## config.mk

```make
export PLATFORM = sky130hd
export DESIGN_NAME = ssg_selector
export DESIGN_NICKNAME = d
export VERILOG_FILES = /design/src/inc/ssg_pkg.sv /design/src/logic/ssg_selector.sv
export SDC_FILE = /design/constraint.sdc
export NUM_CORES = 1
export LEC_CHECK = 0
export ABC_AREA = 0
export ABC_CLOCK_PERIOD_IN_PS = 2800
export BUFFER_PORTS_ARGS = -buffer_cell sky130_fd_sc_hd__buf_2
export CORE_MARGIN = 2
export CORE_UTILIZATION = 49
export CTS_BUF_LIST = sky130_fd_sc_hd__clkbuf_16
export DETAILED_ROUTE_END_ITERATION = 8
export MAX_ROUTING_LAYER = met4
export PLACE_DENSITY = 0.8
export SLEW_MARGIN = 20
export SYNTH_ARGS = -nofsm -noshare
export SYNTH_HDL_FRONTEND = slang
export SYNTH_SLANG_ARGS = --single-unit
```

## constraint.sdc

```tcl
create_clock -name clk_sys -period 2.8 [get_ports clk_sys]
set_input_delay 0.56 -clock clk_sys [delete_from_list [all_inputs] [get_ports clk_sys]]
set_output_delay 0.56 -clock clk_sys [all_outputs]
set_load 0.1 [all_outputs]
```

## src/inc/ssg_pkg.sv

```systemverilog
/*
 Package for the settings group selector: group, connection and source codes,
 mapping field layout, ratio limits and the changeover delay.
 Assumes a 100 MHz system clock and a line-cycle tick supplied from outside.
*/
// Summary of operation
// Three settings groups exist; exactly one is active at any time.
// No alternate request selects primary; a lone request selects its alternate.
// Alternate two active blocks alternate one until its request drops.
// A group change completes two power-system cycles after the causing request.
// Old group stays in force until the new one takes over; never none.
// Each request maps per input: unmapped, closed-active or open-active.
// One input may drive several requests at once, giving priority.
// Several inputs mapped to one request are combined by logical AND.
// Protection settings are per group; configuration and mappings are common.
// Protocol commands operate programmable inputs like the contacts.
// Phase CT ratio accepted only as a whole value from 1 to 2000.
// VT ratio accepted only as a whole value from 1 to 2000.
// VT connection offers six choices across 69, 120 and 208 V.
// Zero-sequence source follows connection and hardware variant.
`default_nettype none
package ssg_pkg;
   localparam int SSG_NUM_IN = 8;
   localparam int SSG_DELAY_CYC = 2;
   localparam logic [10:0] SSG_RATIO_MIN = 11'h001;
   localparam logic [10:0] SSG_RATIO_MAX = 11'h7D0;
   localparam logic [10:0] SSG_RATIO_RST = 11'h001;
   localparam logic [1:0] SSG_MAP_NONE = 2'h0;
   localparam logic [1:0] SSG_MAP_CLOSED = 2'h1;
   localparam logic [1:0] SSG_MAP_OPEN = 2'h2;
   typedef enum logic [1:0] {SSG_GRP_PRIMARY, SSG_GRP_ALT_ONE, SSG_GRP_ALT_TWO} ssg_grp_e;
   typedef enum logic [2:0] {SSG_VT_69_WYE, SSG_VT_69_WYE_RES, SSG_VT_120_WYE,
      SSG_VT_120_WYE_RES, SSG_VT_120_DELTA, SSG_VT_208_DELTA} ssg_vt_e;
   typedef enum logic [1:0] {SSG_ZS_DERIVED, SSG_ZS_SENSOR, SSG_ZS_NOT_APPL,
      SSG_ZS_ZERO} ssg_zs_e;
endpackage
`default_nettype wire

```

## src/logic/ssg_selector.sv

```systemverilog
/*
 Settings group selector: forms the two alternate requests from mapped
 contact and protocol inputs, arbitrates the active group with a two
 line-cycle changeover and checks the common configuration settings.
 Assumes line_tick pulses once per power-system cycle on clk_sys, and that
 config writes are presented as a one-cycle strobe from the same domain.
*/
`default_nettype none
module ssg_selector
   import ssg_pkg::*;
(
   input wire logic clk_sys, // System clock
   input wire logic rst, // Synchronous reset, active high
   input wire logic line_tick, // One pulse per power-system cycle
   input wire logic [SSG_NUM_IN-1:0] contact_in, // Raw contact inputs, closed = 1
   input wire logic [SSG_NUM_IN-1:0] proto_cmd, // Protocol command actuation
   input wire logic [2*SSG_NUM_IN-1:0] alt_one_map, // Two bits per input
   input wire logic [2*SSG_NUM_IN-1:0] alt_two_map, // Two bits per input
   input wire logic cfg_wr, // Config write strobe
   input wire logic [10:0] ct_ratio_wr, // Proposed CT ratio
   input wire logic [10:0] vt_ratio_wr, // Proposed VT ratio
   input wire logic [2:0] voltage_transformer_connection_wr, // Proposed VT connection
   input wire logic extended_variant, // Residual sensor fitted
   output logic [1:0] active_group, // Active group code
   output logic changeover_busy, // Change pending
   output logic alternate_one_request, // Formed request one
   output logic alternate_two_request, // Formed request two
   output logic [10:0] ct_ratio, // Accepted CT ratio
   output logic [10:0] vt_ratio, // Accepted VT ratio
   output logic [2:0] voltage_transformer_connection, // Accepted connection
   output logic [1:0] zero_sequence_voltage, // Zero-sequence source code
   output logic cfg_reject // Last write refused
);
   typedef struct packed {
      logic [SSG_NUM_IN-1:0] in_s1;
      logic [SSG_NUM_IN-1:0] in_s2;
      logic req_one;
      logic req_two;
      ssg_grp_e grp;
      ssg_grp_e target;
      logic [1:0] cnt;
      logic [10:0] ct;
      logic [10:0] vt;
      ssg_vt_e conn;
      logic rej;
   } ssg_state_s;

   ssg_state_s st_q;
   ssg_state_s st_d;

   // AND of polarity-adjusted mapped inputs; unmapped request stays low
   function automatic logic ssg_form_req(input logic [SSG_NUM_IN-1:0] lvl,
                                         input logic [2*SSG_NUM_IN-1:0] map);
      logic any;
      logic all_ok;
      any = 1'b0;
      all_ok = 1'b1;
      for (int i = 0; i < SSG_NUM_IN; i++)
      begin
         if (map[2*i +: 2] == SSG_MAP_CLOSED)
         begin
            any = 1'b1;
            all_ok = all_ok & lvl[i];
         end
         else if (map[2*i +: 2] == SSG_MAP_OPEN)
         begin
            any = 1'b1;
            all_ok = all_ok & ~lvl[i];
         end
      end
      return any & all_ok;
   endfunction

   function automatic logic ssg_ratio_ok(input logic [10:0] r);
      return (r >= SSG_RATIO_MIN) && (r <= SSG_RATIO_MAX);
   endfunction

   ssg_grp_e want;
   logic [SSG_NUM_IN-1:0] lvl;

   // Next-state logic for the whole selector
   always_comb
   begin
      st_d = st_q;
      st_d.in_s1 = contact_in;
      st_d.in_s2 = st_q.in_s1;
      // Protocol actuation is already on our clock, so it joins after the contact sync
      lvl = st_q.in_s2 | proto_cmd;
      st_d.req_one = ssg_form_req(lvl, alt_one_map);
      st_d.req_two = ssg_form_req(lvl, alt_two_map);
      // Arbitration keeps the held alternate until its own request drops
      want = SSG_GRP_PRIMARY;
      if (st_q.grp == SSG_GRP_ALT_TWO && st_q.req_two)
         want = SSG_GRP_ALT_TWO;
      else if (st_q.grp == SSG_GRP_ALT_ONE && st_q.req_one)
         want = SSG_GRP_ALT_ONE;
      else if (st_q.req_one)
         want = SSG_GRP_ALT_ONE;
      else if (st_q.req_two)
         want = SSG_GRP_ALT_TWO;
      // Old group stays in force while the delay runs, so protection never lapses
      if (want == st_q.grp)
      begin
         st_d.target = st_q.grp;
         st_d.cnt = 2'h0;
      end
      else if (want != st_q.target)
      begin
         st_d.target = want;
         st_d.cnt = 2'h0;
      end
      else if (line_tick)
      begin
         if (st_q.cnt == 2'(SSG_DELAY_CYC - 1))
         begin
            st_d.grp = st_q.target;
            st_d.cnt = 2'h0;
         end
         else
            st_d.cnt = st_q.cnt + 2'h1;
      end
      // Common configuration, one copy whatever group runs
      if (cfg_wr)
      begin
         if (ssg_ratio_ok(ct_ratio_wr) && ssg_ratio_ok(vt_ratio_wr)
             && voltage_transformer_connection_wr <= 3'(SSG_VT_208_DELTA))
         begin
            st_d.ct = ct_ratio_wr;
            st_d.vt = vt_ratio_wr;
            st_d.conn = ssg_vt_e'(voltage_transformer_connection_wr);
            st_d.rej = 1'b0;
         end
         else
            st_d.rej = 1'b1;
      end
      if (rst)
      begin
         st_d = '0;
         st_d.ct = SSG_RATIO_RST;
         st_d.vt = SSG_RATIO_RST;
      end
   end

   // Single state register
   always_ff @(posedge clk_sys)
      st_q <= st_d;

   // Zero-sequence source from connection and variant
   always_comb
   begin
      case (st_q.conn)
         SSG_VT_69_WYE, SSG_VT_120_WYE: zero_sequence_voltage = SSG_ZS_DERIVED;
         SSG_VT_69_WYE_RES, SSG_VT_120_WYE_RES:
            zero_sequence_voltage = extended_variant ? SSG_ZS_SENSOR : SSG_ZS_NOT_APPL;
         SSG_VT_120_DELTA, SSG_VT_208_DELTA:
            zero_sequence_voltage = extended_variant ? SSG_ZS_SENSOR : SSG_ZS_ZERO;
         default: zero_sequence_voltage = SSG_ZS_DERIVED;
      endcase
   end

   assign active_group = st_q.grp;
   assign changeover_busy = (st_q.target != st_q.grp);
   assign alternate_one_request = st_q.req_one;
   assign alternate_two_request = st_q.req_two;
   assign ct_ratio = st_q.ct;
   assign vt_ratio = st_q.vt;
   assign voltage_transformer_connection = st_q.conn;
   assign cfg_reject = st_q.rej;
endmodule
`default_nettype wire
```

# Word-level counts from Yosys, hierarchy flattened
# Cells that the tools add are included.
[totals]
mem_bits_ro = 0
mem_bits_rw = 0
register_bits = 50
elab_cells = 189
n_memories = 0
latch_bits = 0
[op_classes]
n_mux = 77
magnitude_cmp = 5
mul = 0
reduce_logical = 12
shifts = 0
addsub = 1
div = 0
eq_ne = 42
bitwise = 41
[ops]
columns = ["cell", "n"]
rows = [
  ["$mux W1", 65],
  ["$eq A2 B1 Y1 const B", 18],
  ["$eq A2 B2 Y1 const B", 17],
  ["$and A1 B1 Y1", 30],
  ["$ge A11 B1 Y1 const B", 2],
  ["$le A11 B11 Y1 const B", 2],
  ["$mux W2", 10],
  ["$not A1 Y1", 10],
  ["$or A8 B8 Y8", 1],
  ["$eq A3 B3 Y1 const B", 2],
  ["$logic_and A1 B1 Y1", 6],
  ["$mux W4", 1],
  ["$ne A2 B2 Y1", 2],
  ["$pmux W2 S2", 1],
  ["$reduce_and A4 Y1", 1],
  ["$reduce_or A2 Y1", 2],
  ["$eq A3 B1 Y1 const B", 1],
  ["$eq A3 B2 Y1 const B", 1],
  ["$le A3 B3 Y1 const B", 1],
  ["$reduce_or A3 Y1", 1],
  ["$add A2 B1 Y2 const B", 1],
  ["$eq A2 B2 Y1", 1],
  ["$reduce_and A2 Y1", 1],
  ["$reduce_bool A2 Y1", 1],
]

# Logic depth before layout (Yosys ltp)
# Gate-level depths: netlist of run 1.
[logic_depth]
ltp_word = 26
depth_mapped = 7

# Worst setup path before layout of run 1
# No wires, ideal clock.
[synth_timing]
path_type = "input to output"
startpoint = "input port extended_variant"
endpoint = "output port zero_sequence_voltage[1]"
cell_stages = 1
n_path_buf = 0
slack_ns = -0.565
arrival_time_ns = 2.805
required_ns = 2.240
cell_sequence = "a211oi_1"
[synth_between]
elab_chain_len = 2
word_cells_on_any_way = 3
cone_classes = "mux: 3"
[synth_rtl]
columns = ["item", "line", "rtl"]
rows = [
  ["start, declared", "ssg_selector.sv:23", "input wire logic extended_variant,"],
  ["$mux W2 (on tied branches)", "ssg_selector.sv:156, ssg_selector.sv:154", ""],
  ["$pmux W2 S2 (*)", "ssg_selector.sv:151", "case (st_q.conn)"],
  ["end, declared", "ssg_selector.sv:31", "output logic [1:0] zero_sequence_voltage,"],
]
# Every way passes the cells marked *; elsewhere a longest branch is shown, timed or not.

# Worst setup path after layout of run 1
[layout_timing]
startpoint = "input port ct_ratio_wr[1]"
endpoint = "register st_q (netlist bit ct_ratio[9])"
[layout_between]
elab_chain_len = 5
word_cells_on_any_way = 6
cone_classes = "order compare: 2; reduce/logical: 4"
[layout_rtl]
columns = ["item", "line", "rtl"]
rows = [
  ["start, declared", "ssg_selector.sv:20", "input wire logic [10:0] ct_ratio_wr,"],
  ["$ge A11 B1 Y1 / $le A11 B11 Y1 (equally long branches)", "ssg_selector.sv:75", "return (r >= SSG_RATIO_MIN) && (r <= SSG_RATIO_MAX);"],
  ["$logic_and A1 B1 Y1 (*)", "ssg_selector.sv:75", ""],
  ["$logic_and A1 B1 Y1 (*)", "ssg_selector.sv:125", "if (ssg_ratio_ok(ct_ratio_wr) && ssg_ratio_ok(vt_ratio_wr)"],
  ["$logic_and A1 B1 Y1 (*)", "ssg_selector.sv:126", "&& voltage_transformer_connection_wr <= 3'(SSG_VT_208_DELTA))"],
  ["$reduce_and A2 Y1 (no source line) (*)", "--", ""],
  ["end signal, assigned", "ssg_selector.sv:146", "st_q <= st_d;"],
  ["end, declared", "ssg_selector.sv:48", "ssg_state_s st_q;"],
]
# Marks and branches as above.
# A chain may end at the register's enable or synchronous reset.

==> reports/metrics.yaml, run 1 <==
placementRows: 27
cts_tree: "built"
numCtsBuffers: 5
layout.nets: 483
ant_nets: 0
dieWidth_um: 80.2
cts.path.max_buffers: 2
start_util_pct: 51.0
fin_tns_setup_ns: 0
portBuffers: 110
fp.dieH_um: 80.2
antenna_cells: 0
period_needed_ns: 2.22
drv_cap: 0
rsz0062_at_grt: "no"
netlist_instances: 318
worstMarginPinSlew_ns: 0.711
leakagePower_nw: 1.51
synthesis.area_mm2: 0.00285
die_area_mm2: 0.00643
setup_ws_ns: 0.576
cts_resized: 0
outcome: "finished clean"
stdcell_area_mm2: 0.00341
syn_nets: 400
synth.avg_cell_area_um2: 8.95
finalCritPeriodShare_pct: 79.4
root_buffer: "clkbuf_16"
cts_setup_buffers: 0
critPathLaunchType: "input pin"
drv_slew: 0
ys.flop_type: "dfxtp_1"
setup-violations-final: 0
synth_edf_count: 0
antenna_found_initial: 0
crit_required_ns: 3.01
path_clk_slew_ns: 0.07
place_ws_ns: 0.260
peakVddDrop_mv: 0.472
critPathKind: "input pin to flip-flop"
fin_worst_skew_ns: 0.00370
cts_sinks: 50
first_global_vias: 2256
drt-vias-per-instance: 5.08
clk_latency_ns: 0.28
p_per_area_mw_per_mm2: 567
synth.distinct_cells: 40
core-area_mm2: 0.00557
syn_to_final_growth_pct: 19.9
max_freq_mhz: 450
yosysWarnings: 0
ys_seq_elements: 50
crit_path_max_fanout: 14
slew_headroom_pct: 52.6
vias: 2407
cts.hold.buffers_added: 0
crit_path_end_kind: "flip-flop"
place_congestion: 0.858
cts.htree.levels: 2
drt_drc_violations_left: 0
drt_iter0_markers: 46
place_hpwl_mm: 4.91
critPathArrivalTime_ns: 2.44
grt_overflow_total: 0
firstDrtPassIters: 4
wirelength_mm: 6.19
grt_max_degree: 54
ys_seq_area_share_pct: 35.2
track_usage_pct: 19.5
synth-async-reset-ratio_pct: 0
min_path_type: "flip-flop to flip-flop"
routedWlPerCell_um: 13.1
grt_first_pass_wirelength_mm: 9.72
dpl_cell_area_mm2: 0.00324
io_pins: 111
timing_hold_violations_final: 0
drive_gt1_share_pct: 31.3
==> critical path: stages <==
cell and delay, ns:
buf_2 0.11, or4_1 0.53, nor2_1 0.15, mux2_1 0.39, nor3_4 0.20, buf_4 0.28, mux2i_1 0.21
==> where the power goes <==
group / total (mW) / leakage (nW) / internal, mW / switching (mW)
Clock: 0.677 / 0.0842 / 0.423 / 0.254
Combinational: 0.486 / 1.02 / 0.144 / 0.341
Sequential: 0.771 / 0.411 / 0.749 / 0.0221
Total: 1.93 / 1.51 / 1.32 / 0.617
==> synth_stat cells (6+ instances only) <==
cell type | n | area share, %
xor2_1 | 7 | 2.2
dfxtp_1 | 50 | 35
inv_1 | 7 | 0.92
xnor2_1 | 11 | 3.4
mux2i_1 | 26 | 9.1
nand2b_1 | 51 | 11
nor4b_1 | 6 | 1.8
nor2b_1 | 19 | 4.2
clkbuf_1 | 8 | 1.1
nor3b_1 | 7 | 1.8
nand2_1 | 14 | 1.8
nor2_1 | 22 | 2.9
buf_4 | 27 | 7.1
nor4_1 | 7 | 1.5
==> per-layer routing <==
metal / up-vias / GRT usage [%] / wire length (um)
met4: 0 / 3.90 / 48
met3: 4 / 3.60 / 192
met1: 1130 / 23.2 / 2760
met2: 47 / 34.7 / 3190
li1: 1226 / - / -
met5: - / - / 0
==> metrics by stage <==
stage | cells | utilization [%] | power [mW] | hold slack [ns]
2_1_floorplan | 318 | - | 1.18 | 0.414
3_3_place_gp | 466 | 58.2 | 1.26 | 0.416
3_5_place_dp | 466 | 58.2 | 1.27 | 0.425
4_1_cts | 474 | 61.2 | 1.95 | 0.441
5_1_grt | 474 | 61.2 | 2.02 | 0.458
6_report | 474 | 61.2 | 1.93 | 0.435
==> registers in the layout, summed over array words and instances (netlist names) <==
signal and cells:
st_q 20, ct_ratio 11, vt_ratio 11, voltage_transformer_connection 3, active_group 2, alternate_one_request 1
alternate_two_request 1, cfg_reject 1
==> area by class of cell <==
class | count | area [um2]
clock buffer | 5 | 125
clock inverter | 3 | 43.8
fill | 514 | 2160
inverter | 7 | 26.3
multi-input combinational | 223 | 1550
sequential | 50 | 1000
tap | 72 | 90.1
timing repair buffer | 114 | 581
==> cells by family (layout without fill, tap and decap cells) <==
| kind of cell | count (synthesis) | count (layout) | synth area share (%) |
|---|---|---|---|
| multiplexers | 27 | 27 | 9.54 |
| flip-flops | 50 | 50 | 35.2 |
| buffers and inverters | 45 | 129 | 10.9 |
| AND/OR/NAND/NOR | 151 | 151 | 31.7 |
| AO/OA/AOI/OAI | 23 | 23 | 5.32 |
| XOR/XNOR | 18 | 18 | 5.54 |
| adder cells (fa/ha/maj) | 4 | 4 | 1.76 |
==> path summary, 6_finish.rpt <==
kind / start / cells past startpoint / slack, ns / endpoint
max: ct_ratio_wr[1] / 7 / 0.58 / ct_ratio[9]
min: st_q[45] / 1 / 0.44 / st_q[37]
max reg2reg: active_group[0] / 5 / 1.03 / active_group[0]
min reg2reg: st_q[45] / 1 / 0.44 / st_q[37]
==> cells in the final DEF, fill, tap and decap left out, types with 2 or more instances in the layout <==
cell / instances
nor3_2: 2
nand2_1: 14
nor4_1: 7
nor3b_1: 7
o22ai_1: 5
nor2_1: 22
nand2b_1: 51
xor2_1: 7
o21ai_0: 3
nand4_1: 4
xnor2_1: 11
nand3_1: 2
buf_2: 110
clkbuf_16: 5
inv_1: 7
nor4b_1: 6
nand3b_1: 2
nor2b_1: 19
or4_1: 4
ha_1: 4
buf_4: 4
o31ai_1: 3
nor3_1: 5
a21oi_1: 5
dfxtp_1: 50
mux2i_1: 26
Power figures use the tool's default switching activity.
==> run 2: changes to the inputs <==
Settings changed: ABC_CLOCK_PERIOD_IN_PS 2800 to 1800, CORE_UTILIZATION 49 to 44, PLACE_DENSITY 0.8 to 0.76.
Clock period 2.8 ns to 1.8 ns, I/O delays scaled along.
==> run 2 against run 1 <==
The flow now finishes with violations (setup timing). Register-to-register slack lost 0.92 ns. Clock skew shrank 0.0014 ns. Design area grew 6.3%. Sequential cell count is the same. Hold slack lost 0.15 ns. Highest routed layer unchanged.
==> reports/metrics.yaml, run 2 (synthesis results as in run 1) <==
outcome: "finished, violations left"
violations: "setup timing"
fp.dieH_um: 84.4  # +5.3%
leakagePower_nw: 1.60  # +6.0%
die_area_mm2: 0.00713  # +11%
largest_reg_flops: 20  # unchanged
syn_to_final_growth_pct: 27.4
stdcell_area_mm2: 0.00363  # +6.3%
layout_commonest_cell: "buf_2"
ant_nets: 0  # unchanged
min_path_type: "input pin to flip-flop"
placementRows: 29  # +7.4%
cpMaxStageDelayCell: "or4_4"
crit_required_ns: 2.01  # -1.00 ns
grt_max_degree: 27  # -50%
finalCritPeriodShare_pct: 105
grt_first_pass_wirelength_mm: 10.3  # +6.0%
numCtsBuffers: 5  # unchanged
timing_hold_violations_final: 0  # unchanged
drv_slew: 0  # unchanged
root_buffer: "clkbuf_16"
cts.path.max_buffers: 2  # unchanged
first_global_vias: 2359  # +4.6%
antenna_found_initial: 0  # unchanged
p_int_mw: 1.95  # +48%
cts_sinks: 50  # unchanged
wirelength_mm: 6.32  # +2.2%
crit_path_max_fanout: 9  # -5
setup_ws_ns: -0.0834  # -0.659 ns
worstMarginPinSlew_ns: 0.496  # -0.215 ns
final_cell_mix: "buf_2 (106), nand2b_1 (51), dfxtp_1 (46), mux2i_1 (25), nor2_1 (21)"
drt_drc_violations_left: 0  # unchanged
drt_iter0_markers: 57  # +24%
critical_path.max_stage_delay_ns: 0.53  # about the same
max_freq_mhz: 531
critPathTopFamily: "simple AND/OR/NAND/NOR gates"
p_comb_share_pct: 28.3  # +3.2 points
p_seq_share_pct: 41.2  # +1.3 points
io_pins: 111  # unchanged
firstDrtPassIters: 4  # unchanged
switching_share_pct: 33.2  # +1.3 points
dpl_cell_area_mm2: 0.00340  # +4.8%
rsz0062_at_grt: "yes"
setup-violations-final: 21  # +21
vias: 2436  # +1.2%
track_usage_pct: 18.1  # -1.4 points
rr_worst_depth: 5  # unchanged
clk_latency_ns: 0.28  # about the same
p_per_area_mw_per_mm2: 804  # +42%
crit_path_end_kind: "flip-flop"
antenna_cells: 0  # unchanged
layout.nets: 497  # +2.9%
critPathLaunchType: "input pin"
utilization_pct: 57.4  # -3.8 points
r2r_end: "active_group[0]"
power_switching_uw: 968  # +57%
grt_overflow_total: 0  # unchanged
top_register: "st_q"
whs_ns: 0.285  # -0.150 ns
drive_gt1_share_pct: 35.2  # +3.8 points
clkPwrFrac_pct: 30.5  # -4.5 points
path_common_cell: "buf_6"
path_clk_slew_ns: 0.06  # about the same
period_needed_ns: 1.88
portBuffers: 110  # unchanged
critPathArrivalTime_ns: 2.10  # -0.34 ns
peakVddDrop_mv: 0.604  # +28%
r2r_slack_ns: 0.11  # -0.92 ns
critical_path_depth: 8  # +1
crit_end: "ct_ratio[7]"
dieWidth_um: 84.4  # +5.3%
critPathLaunch: "ct_ratio_wr[1]"
cp_num_buf_inv: 3  # +1
core-area_mm2: 0.00631  # +13%
final_cells: 492  # +3.8%
place_congestion: 0.856  # -0.17%
fin_worst_skew_ns: 0.00230  # -0.00140 ns
dp_cells: 482  # +3.4%
critPathKind: "input pin to flip-flop"
drt-vias-per-instance: 4.95  # -2.5%
place_hpwl_mm: 5.07  # +3.3%
routedWlPerCell_um: 12.9  # -1.6%
start_util_pct: 45.1  # -6.0 points
slew_headroom_pct: 67.2  # +15 points
cts_tree: "built"
drv_cap: 0  # unchanged
worstReg2RegStart: "active_group[0]"
cts.htree.levels: 2  # unchanged
crit_chain: "buf_6 -> or4_4 -> nor2_4 -> mux2_4 -> nor3_4 -> buf_6 -> clkbuf_16 -> mux2i_1"
## run 2: power by group through the flow
stage	clock (mW)	combinational (mW)	sequential [mW]
6_report	0.891	0.825	1.20
5_1_grt	0.961	0.876	1.21
3_5_place_dp	0	0.802	1.23
3_3_place_gp	0	0.790	1.22
2_1_floorplan	0	0.596	1.25
4_1_cts	0.917	0.810	1.20
## run 2: area by class of cell
class	count	area (um2)
fill	606	2690
multi-input combinational	223	1580
sequential	50	1010
timing repair buffer	128	779
clock buffer	5	125
tap	77	96.3
inverter	7	26.3
clock inverter	2	10.0
## run 2: worst register-to-register path, stage by stage (launching register included)
cell and delay [ns]:
dfxtp_2 0.35, xor2_1 0.17, o32ai_1 0.27, a31oi_1 0.15, or4b_1 0.55, a21oi_1 0.13
## run 2: worst min-delay path by stage
stage,startpoint,to,slack [ns],cells after the start
floorplan,st_q[42],st_q[34],0.41,1
global placement,st_q[42],st_q[34],0.42,1
detailed placement,st_q[45],st_q[37],0.42,1
CTS,contact_in[1],st_q[43],0.28,2
global route,contact_in[7],st_q[49],0.28,2
finish,contact_in[1],st_q[43],0.28,2
## run 2: timing repair
item                                    4_1_cts  5_1_grt
hold buffers                                  0        0
pin swaps                                     0        1
gates resized for setup                       8        3
gates cloned                                  0        2
endpoints found under the setup margin       25       27
buffers inserted                              0        2
## run 2: metal layers
metal / vias to the layer above / GRT usage [%] / wire length, um
met5: - / - / 0
met4: 0 / 6.64 / 138
met3: 12 / 2.95 / 231
met2: 52 / 29.9 / 3090
met1: 1120 / 22.4 / 2870
li1: 1252 / - / -
## run 2: through the flow
stage               power [mW]  setup WS (ns)  TNS [ns]
floorplan                 1.84         -0.208     -4.55
global placement          2.01         -0.350     -8.69
detailed placement        2.03         -0.436     -9.82
CTS                       2.93        -0.0496    -0.724
global route              3.05         -0.138     -2.65
finish                    2.92        -0.0834     -1.06
==> run 3: changes to the inputs <==
Settings changed: CORE_MARGIN 2 to unset.
==> run 3 against run 2 <==
The flow still finishes with violations (setup timing). Via count increased by 1.7%. Wire length increased by 3.5%. Hold slack got worse by 0.0035 ns. Non-clock buffer count increased by 2. Design area increased by 1.5%. Largest cell class unchanged.
==> reports/metrics.yaml, run 3 (synthesis results as in run 1) <==
root_buffer: "clkbuf_16"
vias: 2477  # +1.7%
rsz0062_at_grt: "yes"
antenna_cells: 0  # unchanged
worstMarginPinSlew_ns: 0.502  # +0.00562 ns
grt_first_pass_wirelength_mm: 9.87  # -4.2%
routedWlPerCell_um: 13.3  # +3.3%
p_int_mw: 2.10  # +7.9%
cpMaxStageDelayCell: "or4_4"
cts.htree.levels: 2  # unchanged
finalCritPeriodShare_pct: 104  # -0.16 points
p_per_area_mw_per_mm2: 842  # +4.6%
drt-vias-per-instance: 5.02  # +1.5%
cts.hold.buffers_added: 0  # unchanged
utilization_pct: 60.7  # +3.3 points
dp_cells: 481  # -0.21%
place_hpwl_mm: 5.02  # -1.1%
critPathKind: "input pin to flip-flop"
max_freq_mhz: 532  # +0.15%
critical_path.max_stage_delay_ns: 0.54  # about the same
die_area_mm2: 0.00679  # -4.7%
drv_slew: 0  # unchanged
timing_hold_violations_final: 0  # unchanged
slew_headroom_pct: 66.8  # -0.37 points
start_util_pct: 46.9  # +1.9 points
power_switching_uw: 995  # +2.7%
drt_iter0_markers: 64  # +12%
final_cells: 493  # +0.20%
wirelength_mm: 6.54  # +3.5%
switching_share_pct: 32.1  # -1.1 points
first_global_vias: 2338  # -0.89%
drv_cap: 0  # unchanged
cts_tree: "built"
violations: "setup timing"
io_pins: 111  # unchanged
cts_sinks: 50  # unchanged
fp.dieH_um: 82.4  # -2.4%
critPathArrivalTime_ns: 2.09  # about the same
path_clk_slew_ns: 0.07  # about the same
peakVddDrop_mv: 0.719  # +19%
cp_num_buf_inv: 3  # unchanged
cts.path.max_buffers: 2  # unchanged
period_needed_ns: 1.88  # -0.00290 ns
crit_path_max_fanout: 7  # -2
crit_chain: "buf_6 -> or4_4 -> nor2_4 -> mux2_4 -> nor3_4 -> buf_4 -> buf_12 -> mux2i_1"
clk_latency_ns: 0.28  # about the same
syn_to_final_growth_pct: 29.3
crit_required_ns: 2.01  # about the same
critPathLaunchType: "input pin"
min_path_type: "input pin to flip-flop"
outcome: "finished, violations left"
p_seq_share_pct: 38.8  # -2.4 points
layout_commonest_cell: "buf_2"
antenna_found_initial: 0  # unchanged
setup-violations-final: 19  # -9.5%
firstDrtPassIters: 4  # unchanged
largest_reg_flops: 20  # unchanged
grt_overflow_total: 0  # unchanged
grt_max_degree: 24  # -11%
setup_ws_ns: -0.0805  # +0.00290 ns
dieWidth_um: 82.4  # -2.4%
leakagePower_nw: 1.63  # +1.7%
ant_nets: 0  # unchanged
numCtsBuffers: 5  # unchanged
fin_worst_skew_ns: 0.00443  # +0.00213 ns
p_comb_share_pct: 27.0  # -1.3 points
crit_path_end_kind: "flip-flop"
drive_gt1_share_pct: 35.9  # +0.70 points
critPathTopFamily: "simple AND/OR/NAND/NOR gates"
final_cell_mix: "buf_2 (106), nand2b_1 (51), dfxtp_1 (47), mux2i_1 (25), nor2_1 (21)"
top_register: "st_q"
track_usage_pct: 19.7  # +1.6 points
drt_drc_violations_left: 0  # unchanged
clkPwrFrac_pct: 34.2  # +3.7 points
core-area_mm2: 0.00606  # -4.0%
layout.nets: 499  # +0.40%
placementRows: 28  # -3.4%
place_congestion: 0.872  # +1.9%
portBuffers: 110  # unchanged
r2r_slack_ns: 0.08  # -0.03 ns
==> run 3: changes by cell type in the layout (fill, tap and decap cells not counted), sizes merged <==
cell    previous run  this run
bufinv             0         1
buf              126       130
clkbuf             7         5
==> run 3: metal layers <==
layer	global-route usage, %	share of wire (%)
met2	34.3	50
met1	23.4	45
met5	-	0
met4	5.96	1.2
met3	3.08	3.8
==> run 3: worst reg2reg max path: cells and delay by family, from the launching register on <==
family	cells	cell delay, ns
compound gates	3	0.58
xor+xnor	1	0.10
flops	1	0.44
simple gates	1	0.52
==> run 3: final timing paths <==
check,startpoint,to,depth (start not counted)
worst max-delay path,ct_ratio_wr[2],ct_ratio[4],8
worst min-delay path,contact_in[2],st_q[44],2
worst max register to register,active_group[1],active_group[0],5
worst min register to register,st_q[46],st_q[38],1
==> run 3: cell type report <==
class | count | area (um2)
multi-input cells | 223 | 1590
well taps | 75 | 93.8
clock inverters | 3 | 40.0
repair buffers | 130 | 796
fillers | 544 | 2380
inverters | 7 | 26.3
clock buffers | 5 | 125
flip-flops and latches | 50 | 1010
==> run 3: metrics by stage <==
stage | power, mW | hold slack (ns) | worst slack (ns) | TNS (ns) | area, um2
6_report | 3.10 | 0.281 | -0.0805 | -1.25 | 3680
5_1_grt | 3.22 | 0.286 | -0.142 | -2.41 | 3680
4_1_cts | 3.13 | 0.280 | -0.0911 | -1.95 | 3680
3_5_place_dp | 2.03 | 0.420 | -0.418 | -10.26 | 3420
3_3_place_gp | 2.02 | 0.416 | -0.377 | -9.64 | 3420
2_1_floorplan | 1.84 | 0.414 | -0.208 | -4.55 | 2880
==> run 3: timing repair <==
action / CTS / global route
cloned: 2 / 0
pin swaps: 3 / 3
setup buffers: 3 / 0
endpoints found under the setup margin: 25 / 28
resized for setup: 9 / 5
==> run 3: power by group through the flow <==
stage,registers (mW),logic [mW],clock network [mW]
global placement,1.22,0.797,0
CTS,1.20,0.845,1.08
finish,1.20,0.835,1.06
detailed placement,1.23,0.808,0
floorplan,1.25,0.596,0
global route,1.21,0.884,1.13
